### src/common/cmd_parser_consts.svh
// Constants of the ASCII command interpreter.
// How it works
// - Unknown command letter answers bell only
// - Received command bytes are never echoed back
// - CAN messages forwarded unasked, while collecting a line and no host byte is offered
// - Keep up with 50us-spaced bursts of messages
// - H, h or ? returns the help listing
// - Recognize the defined set of command letters
// - Success answers carriage return, failure bell
`ifndef CMD_PARSER_CONSTS_SVH
`define CMD_PARSER_CONSTS_SVH
`define CHR_CR       8'h0D
`define CHR_BELL     8'h07
`define CHR_QMARK    8'h3F
`define CHR_UP_H     8'h48
`define CHR_LO_H     8'h68
`define CLK_HZ       20000000
`define BURST_NS     50000
`define BURST_CYC    ((`CLK_HZ / 1000) * (`BURST_NS / 1000) / 1000)
`define LINE_MAX     5'h1F
`define HELP_LEN     8'h3C
`endif

### src/common/cmd_parser_pkg.sv
// Types of the ASCII command interpreter.
package cmd_parser_pkg;
	typedef struct packed {
		logic       valid;
		logic [7:0] data;
	} byte_type;
	typedef enum logic [2:0] {
		ST_COLLECT = 3'b000,
		ST_DISPATCH = 3'b001,
		ST_EXEC = 3'b011,
		ST_REPLY = 3'b010,
		ST_HELP = 3'b110,
		ST_FWD = 3'b111
	} state_type;
	typedef enum logic [1:0] {
		RES_OK = 2'h0,
		RES_FAIL = 2'h1,
		RES_HELP = 2'h2,
		RES_UNKNOWN = 2'h3
	} result_type;
endpackage : cmd_parser_pkg

### src/rtl/ascii_can_command_parser.sv
// ASCII command interpreter between a host byte link and the CAN engine.
`timescale 1ns/10ps
`include "cmd_parser_consts.svh"
module ascii_can_command_parser (
	input  wire logic                   clk,
	input  wire logic                   nrst,
	input  wire cmd_parser_pkg::byte_type rx_byte,
	output logic                        rx_ready,
	output cmd_parser_pkg::byte_type    tx_byte,
	input  wire logic                   tx_ready,
	output logic                        cmd_start,
	output logic [7:0]                  cmd_letter,
	input  wire logic                   cmd_done,
	input  wire logic                   cmd_ok,
	input  wire cmd_parser_pkg::byte_type can_byte,
	output logic                        can_ready,
	input  wire logic                   can_msg_end
);
	cmd_parser_pkg::state_type state_r, state_nxt;
	logic [7:0] letter_r;
	logic [4:0] len_r;
	logic [7:0] reply_r;
	logic [7:0] help_idx_r;
	logic       in_msg_r;
	logic [7:0] help_rom [0:63];

	function automatic logic known_letter(input logic [7:0] c);
		case (c)
			8'h4F, 8'h43, 8'h74, 8'h54, 8'h46, 8'h56, 8'h4E, 8'h5A,
			8'h53, 8'h73, 8'h6D, 8'h4D, 8'h42, 8'h4C, 8'h45, 8'h52: known_letter = 1'b1;
			default: known_letter = 1'b0;
		endcase
	endfunction : known_letter

	// Help listing: the command letters, each followed by CR, then CR padding up to HELP_LEN bytes; the last CR answers OK.
	initial begin
		for (int i = 0; i < 64; i++) begin
			help_rom[i] = `CHR_CR;
		end
		help_rom[0] = 8'h4F;
		help_rom[2] = 8'h43;
		help_rom[4] = 8'h74;
		help_rom[6] = 8'h54;
		help_rom[8] = 8'h46;
		help_rom[10] = 8'h56;
		help_rom[12] = 8'h4E;
		help_rom[14] = 8'h5A;
		help_rom[16] = 8'h53;
		help_rom[18] = 8'h73;
		help_rom[20] = 8'h6D;
		help_rom[22] = 8'h4D;
		help_rom[24] = 8'h42;
		help_rom[26] = 8'h4C;
		help_rom[28] = 8'h45;
		help_rom[30] = 8'h52;
		help_rom[32] = 8'h48;
		help_rom[34] = 8'h3F;
		help_rom[36] = 8'h68;
	end

	wire is_cr    = rx_byte.valid && rx_byte.data == `CHR_CR;
	wire is_help  = letter_r == `CHR_UP_H || letter_r == `CHR_LO_H || letter_r == `CHR_QMARK;
	wire is_known = known_letter(letter_r);
	wire collect  = state_r == cmd_parser_pkg::ST_COLLECT;
	wire fwd_sel  = in_msg_r || (collect && can_byte.valid && !rx_byte.valid);

	// A CAN message in progress owns the link until its last byte, so replies never split it.
	assign can_ready = fwd_sel && tx_ready;
	assign rx_ready  = collect && !in_msg_r;
	assign cmd_start = state_r == cmd_parser_pkg::ST_DISPATCH && is_known && !is_help;
	assign cmd_letter = letter_r;

	always_comb begin
		state_nxt = state_r;
		case (state_r)
			cmd_parser_pkg::ST_COLLECT: begin
				if (is_cr && !in_msg_r) begin
					state_nxt = cmd_parser_pkg::ST_DISPATCH;
				end
			end
			cmd_parser_pkg::ST_DISPATCH: begin
				if (is_help) begin
					state_nxt = cmd_parser_pkg::ST_HELP;
				end else if (is_known) begin
					state_nxt = cmd_parser_pkg::ST_EXEC;
				end else begin
					state_nxt = cmd_parser_pkg::ST_REPLY;
				end
			end
			cmd_parser_pkg::ST_EXEC: begin
				if (cmd_done) begin
					state_nxt = cmd_parser_pkg::ST_REPLY;
				end
			end
			cmd_parser_pkg::ST_REPLY: begin
				if (tx_ready) begin
					state_nxt = cmd_parser_pkg::ST_COLLECT;
				end
			end
			cmd_parser_pkg::ST_HELP: begin
				if (tx_ready && help_idx_r == `HELP_LEN - 8'h01) begin
					state_nxt = cmd_parser_pkg::ST_COLLECT;
				end
			end
			default: state_nxt = cmd_parser_pkg::ST_COLLECT;
		endcase
	end

	always_ff @(posedge clk or negedge nrst) begin
		if (!nrst) begin
			state_r <= cmd_parser_pkg::ST_COLLECT;
		end else begin
			state_r <= state_nxt;
		end
	end

	// The first byte after CR is the command letter; overlong lines are bounded by len_r.
	always_ff @(posedge clk or negedge nrst) begin
		if (!nrst) begin
			letter_r <= 8'h00;
			len_r    <= 5'h00;
		end else if (rx_ready && rx_byte.valid) begin
			if (is_cr) begin
				len_r <= 5'h00;
				// A bare CR must not replay the letter of the line before it.
				if (len_r == 5'h00) begin
					letter_r <= 8'h00;
				end
			end else if (len_r != `LINE_MAX) begin
				len_r <= len_r + 5'h01;
				if (len_r == 5'h00) begin
					letter_r <= rx_byte.data;
				end
			end
		end
	end

	always_ff @(posedge clk or negedge nrst) begin
		if (!nrst) begin
			reply_r <= `CHR_CR;
		end else if (state_r == cmd_parser_pkg::ST_DISPATCH) begin
			reply_r <= `CHR_BELL;
		end else if (state_r == cmd_parser_pkg::ST_EXEC && cmd_done) begin
			reply_r <= cmd_ok ? `CHR_CR : `CHR_BELL;
		end
	end

	always_ff @(posedge clk or negedge nrst) begin
		if (!nrst) begin
			help_idx_r <= 8'h00;
		end else if (state_r != cmd_parser_pkg::ST_HELP) begin
			help_idx_r <= 8'h00;
		end else if (tx_ready) begin
			help_idx_r <= help_idx_r + 8'h01;
		end
	end

	always_ff @(posedge clk or negedge nrst) begin
		if (!nrst) begin
			in_msg_r <= 1'b0;
		end else if (can_ready && can_byte.valid) begin
			in_msg_r <= !can_msg_end;
		end
	end

	// Transmit data is only replies, help text or CAN bytes; host bytes never reach it.
	always_comb begin
		tx_byte = '0;
		if (fwd_sel) begin
			tx_byte = can_byte;
		end else if (state_r == cmd_parser_pkg::ST_REPLY) begin
			tx_byte.valid = 1'b1;
			tx_byte.data  = reply_r;
		end else if (state_r == cmd_parser_pkg::ST_HELP) begin
			tx_byte.valid = 1'b1;
			tx_byte.data  = help_rom[help_idx_r[5:0]];
		end
	end
endmodule : ascii_can_command_parser

### config.mk
export PLATFORM = sky130hd
export DESIGN_NAME = ascii_can_command_parser
export DESIGN_NICKNAME = d
export VERILOG_FILES = /design/src/common/cmd_parser_pkg.sv /design/src/rtl/ascii_can_command_parser.sv
export VERILOG_INCLUDE_DIRS = /design/src /design/src/common
export SDC_FILE = /design/constraint.sdc
export NUM_CORES = 1
export LEC_CHECK = 0
export BUFFER_PORTS_ARGS = -buffer_cell sky130_fd_sc_hd__buf_2
export CORE_MARGIN = 5
export CORE_UTILIZATION = 56
export CTS_CLUSTER_SIZE = 8
export DETAILED_ROUTE_END_ITERATION = 6
export PLACE_DENSITY = 0.82
export SLEW_MARGIN = 20
export SYNTH_ARGS = -nofsm -noshare
export SYNTH_HDL_FRONTEND = slang
export SYNTH_SLANG_ARGS = --single-unit
### constraint.sdc
create_clock -name clk -period 4.4 [get_ports clk]
set_input_delay 1.32 -clock clk [delete_from_list [all_inputs] [get_ports clk]]
set_output_delay 1.32 -clock clk [all_outputs]
set_load 0.005 [all_outputs]
**Word-level counts from Yosys, hierarchy flattened**

Memory sizes are Yosys's and may differ from the RTL's.
Cells that the tools add are included.

- Register bits: 33
- Bits in read-only memories: 448
- Output and inout port bits: 20
- Memories kept: 1
- Word-level logic and storage cells: 90

- $add $sub $neg: 2
- Equality and inequality tests: 31
- Mux-type cells: 22
- Reductions and logical operators: 28

Memories:

| memory | depth | width | rd ports | clocked after memory_dff | write ports | line | RTL |
|---|---|---|---|---|---|---|---|
| help_rom | 64 | 7 | 1 | 0 | 0 | ascii_can_command_parser.sv:25 | `logic [7:0] help_rom [0:63];` |

Operators with widths:

| kind | number |
|---|---|
| $eq A8 B7 Y1 const B | 18 |
| $mux W8 | 8 |
| $mux W9 | 3 |
| $eq A8 B6 Y1 const B | 2 |
| $reduce_or A16 Y1 | 1 |
| $mux W3 | 5 |
| $pmux W3 S5 | 1 |
| $logic_and A1 B1 Y1 | 12 |
| $mux W5 | 2 |
| $add A8 B1 Y8 const B | 1 |
| $eq A8 B4 Y1 const B | 1 |
| $eq A3 B2 Y1 const B | 2 |
| $ne A2 B2 Y1 const B | 3 |
| $reduce_bool A2 Y1 | 3 |
| $add A5 B1 Y5 const B | 1 |
| $logic_not A5 Y1 | 1 |
| $ne A5 B5 Y1 const B | 1 |
| $logic_not A1 Y1 | 4 |
| $mux W4 | 1 |
| $reduce_and A4 Y1 | 1 |
| $eq A3 B1 Y1 const B | 1 |
| $eq A3 B3 Y1 const B | 1 |
| $logic_not A3 Y1 | 1 |
| $logic_or A1 B1 Y1 | 3 |
| other kinds (5) | 6 |

**Depth between registers and ports, before layout**

- Depth in word-level cells: 6
- Gate-level depth with buffers: 8

**Worst setup path after synthesis**

No wires, ideal clock.

- Path type: input to output
- Start point: input rx_byte[8] in the netlist's numbering
- End point: output tx_byte[5] in the netlist's numbering
- Buffers on the path: 1
- Stages: 5
- Arrival time: 2.043 ns
- Data required time: 3.080 ns
- Slack: 1.037 ns
- Cell sequence: nor2_1 > a31o_1 > buf_2 > nor2_1 > a32o_1

RTL lines:

| item | line | RTL |
|---|---|---|
| start, declared | ascii_can_command_parser.sv:7 | `input wire cmd_parser_pkg::byte_type rx_byte,` |
| end, declared | ascii_can_command_parser.sv:9 | `output cmd_parser_pkg::byte_type tx_byte,` |

==> metrics.csv <==
stage,metric,value,unit
timing,timing.setup.tns,0,ps
yosys,synthesis.nets,253,
detailed_routing,ant_nets,0,
critical_path,critPathCaptureType,primary output,
cts,cts_hold_buf,0,
timing,fin_crit,3721,ps
cts,cts_buffer_depth,2,
floorplanning,coreArea,0.003337,mm²
finish,area_growth,13.75,%
global_route,grt_max_degree,28,
detailed_routing,wl_met2,1882,µm
placed_design,dp_hpwl,3289,µm
critical_path,startpoint,rx_byte[8],
placed_design,finalWeightedCongestion,0.8077,
detailed_routing,top_layer_used,met4,
cts,ctsResizeCount,0,
cts,worstSkewPairLatency,330,ps
yosys,synth_area_leader_cell,dfrtp_1,
floorplanning,ios,44,
floorplanning,rows,21,
yosys,synth.distinct_cells,50,
critical_path,crit_arrival,2400,ps
detailed_routing,viasPerCell,5.719,
timing,max_freq,0.2688,GHz
finish,num_antenna_cells,0,
yosys,synth_cells,221,
floorplanning,dieArea,0.004719,mm²
timing,rsz0062_at_grt,false,
finish,drive_gt1_frac,0.2231,
yosys,yosysWarnings,0,
critical_path,rr_startpoint,state_r[1]$_DFFE_PN0P_,
cts,post-cts-setup-buffers,0,
cts,cts_tree,built,
floorplanning,die_h,68.70,µm
global_route,antenna_found_initial,0,
detailed_routing,wl,4266,µm
timing,slew_viol_final,0,
yosys,synth-seq-cells,27,
critical_path,rrSetupSlack,2480,ps
finish,final_nets,293,
detailed_routing,dr_wl_met3,273,µm
timing,worst_slew_pin_slew,601.0,ps
pwr,leakage,0.9556,nW
finish,seqCellArea,676.9,µm²
finish,finish.utilization,0.6577,
placed_design,portBuffers,43,
cts,cts_sinks,27,
finish,nFillCells,310,
yosys,synth_area,0.001929,mm²
detailed_routing,dr.pass1.iters,4,
outcome,status,"complete, no violations",
finish,multi_input_area,0.001159,mm²
timing,hold_viol,0,
cts,clkTransAtPathRegs,160,ps
timing,setup_ws,679.1,ps
critical_path,worstSetupPathType,input port to primary output,
cts,htree_levels,1,
min_path,hold_path_class,flip-flop to flip-flop,
placed_design,dpl_cell_area,0.002165,mm²
timing,slew_headroom,0.5993,
run,drv_cap,0,
yosys,synth.avg_cell_area,8.730,µm²
timing,worst_clock_skew,10.94,ps
timing,hold_ws,518.9,ps
critical_path,worstSetupEndpoint,tx_byte[5],
critical_path,r2r_cells,5,
critical_path,crit_fanout,10,
cts,numCtsBuffers,3,
timing,setup-violations-final,0,
cts,cts_root_buffer,clkbuf_4,
global_route,gr-usage-all-layers,0.1932,
global_route,grt_pass1_vias,1529,
yosys,yosys-top-cells-area,"dfrtp_1, ha_1, nor2_1, a21oi_1, mux2_4",
timing,period_share,0.8457,
floorplanning,die_x,68.70,µm
finish,finalInstanceArea,0.002195,mm²
pwr,ir_drop,0.0001668,V
detailed_routing,drc,0,
global_route,grt-ovfl-total,0,
global_route,grt_pass1_wl,7010,µm
critical_path,cp_data_required_time,3080,ps
floorplanning,start_util,0.5782,
detailed_routing,vias,1750,
detailed_routing,drt_first_iter_violations,135,
detailed_routing,wl_met1,2092,µm
yosys,synth_top_area_share,0.3372,
critical_path,critPathLaunchType,input port,
placed_design,dp_slack,675.3,ps
yosys,seq_area_frac_synth,0.3508,
detailed_routing,routedWlPerCell,13.94,µm
critical_path,r2r_end,cmd_letter[7]$_DFFE_PN0P_,
pwr,cellPowerDensity,289.5,mW/mm²
-- where the power goes --
part           switching (mW)  internal, mW  total (mW)
sequential             0.0458         0.283       0.328
clock                  0.0760        0.0348       0.111
combinational          0.0981        0.0980       0.196
-- per-layer routing --
| metal | global-route usage | up-vias |
|---|---|---|
| met1 | 0.2780 | 809 |
| met4 | 0.03650 | 0 |
| met3 | 0.03404 | 2 |
| met2 | 0.3063 | 47 |
| li1 | - | 892 |
| met5 | 0 | - |
-- logic make-up after synthesis --
| family | count (synthesis) | synth area share |
|---|---|---|
| and+or+nand+nor | 82 | 0.2413 |
| adders and majority gates | 8 | 0.05188 |
| muxes | 9 | 0.05772 |
| AOI/OAI and AO/OA | 65 | 0.2134 |
| buffers and inverters | 22 | 0.04864 |
| DFF | 27 | 0.3508 |
| xor gates and xnor gates | 8 | 0.03632 |
-- registers in the layout, indices dropped and copies added, names as in the netlist --
signal      cells
help_idx_r      8
cmd_letter      8
len_r           5
state_r         3
in_msg_r        1
reply_r         2
-- stage by stage --
step | power [mW] | cells
finish | 0.6353 | 306
CTS | 0.6414 | 306
detailed placement | 0.5296 | 302
floorplan | 0.4496 | 221
global route | 0.6862 | 306
global placement | 0.5217 | 302
-- layout by cell type (no fill, tap or decap), types with 2 or more instances in the layout --
cell and n:
o21ai_1 10, and2_1 3, o31ai_1 3, nand2_1 15
o211ai_1 2, a31oi_1 9, clkbuf_4 3, o21ai_0 9
nor4_4 2, nand4_1 4, nor2b_1 4, ha_1 8
nand3_1 11, buf_2 43, a311oi_1 2, mux2_4 4
nor2_1 22, nor3_1 2, mux2i_1 4, dfrtp_1 26
xnor2_1 6, o22ai_1 2, a2111oi_0 2, nand2b_1 5
a22oi_1 2, a21oi_1 14, or3_1 3, and4b_1 2
xor2_1 2, inv_1 13, nor4b_1 3
-- worst max-delay path, stage by stage --
cell,delay [ps]
buf_2,120
nor2_1,130
a31o_1,350
nor2_1,90
a32o_1,260
buf_2,120
-- how the worst min path moves through the flow --
| stage | endpoint | cells after the start | start | slack [ps] |
|---|---|---|---|---|
| floorplan | reply_r[3]$_DFFE_PN1P_ | 2 | reply_r[3]$_DFFE_PN1P_ | 480 |
| global placement | reply_r[3]$_DFFE_PN1P_ | 2 | reply_r[3]$_DFFE_PN1P_ | 510 |
| detailed placement | reply_r[3]$_DFFE_PN1P_ | 2 | reply_r[3]$_DFFE_PN1P_ | 500 |
| CTS | reply_r[3]$_DFFE_PN1P_ | 2 | reply_r[3]$_DFFE_PN1P_ | 530 |
| global route | reply_r[3]$_DFFE_PN1P_ | 2 | reply_r[3]$_DFFE_PN1P_ | 550 |
| finish | reply_r[3]$_DFFE_PN1P_ | 2 | reply_r[3]$_DFFE_PN1P_ | 520 |
-- synthesized netlist by cell type, drive strengths merged --
master	count
o41ai	1
xor2	2
and3	1
mux2i	4
clkbuf	5
a21oi	15
xnor2	6
nand3	12
nor4	2
o2bb2ai	1
dfrtp	26
o211ai	2
nor2b	4
nor2	22
a22oi	2
buf	4
mux2	5
or2	1
nor3	2
o22ai	2
and3b	1
nand2b	5
a211oi	1
nor3b	1
and4b	2
a31oi	9
nand4	4
nor4b	3
a32o	1
nand2	15
or4	1
a31o	1
o31ai	3
dfstp	1
o21ai	19
inv	13
ha	8
o311ai	2
a311oi	2
a21boi	2
or3	3
and2	3
a2111oi	2
-- layout make-up --
class                   instances  area share
clock inverters                 1    0.003421
clock buffers                   3     0.01026
well taps                      46     0.02623
inverters                      13     0.02223
repair buffers                 44      0.1015
flip-flops and latches         27      0.3084
multi-input cells             172      0.5279
No activity file was read; power rests on OpenSTA's default activity.
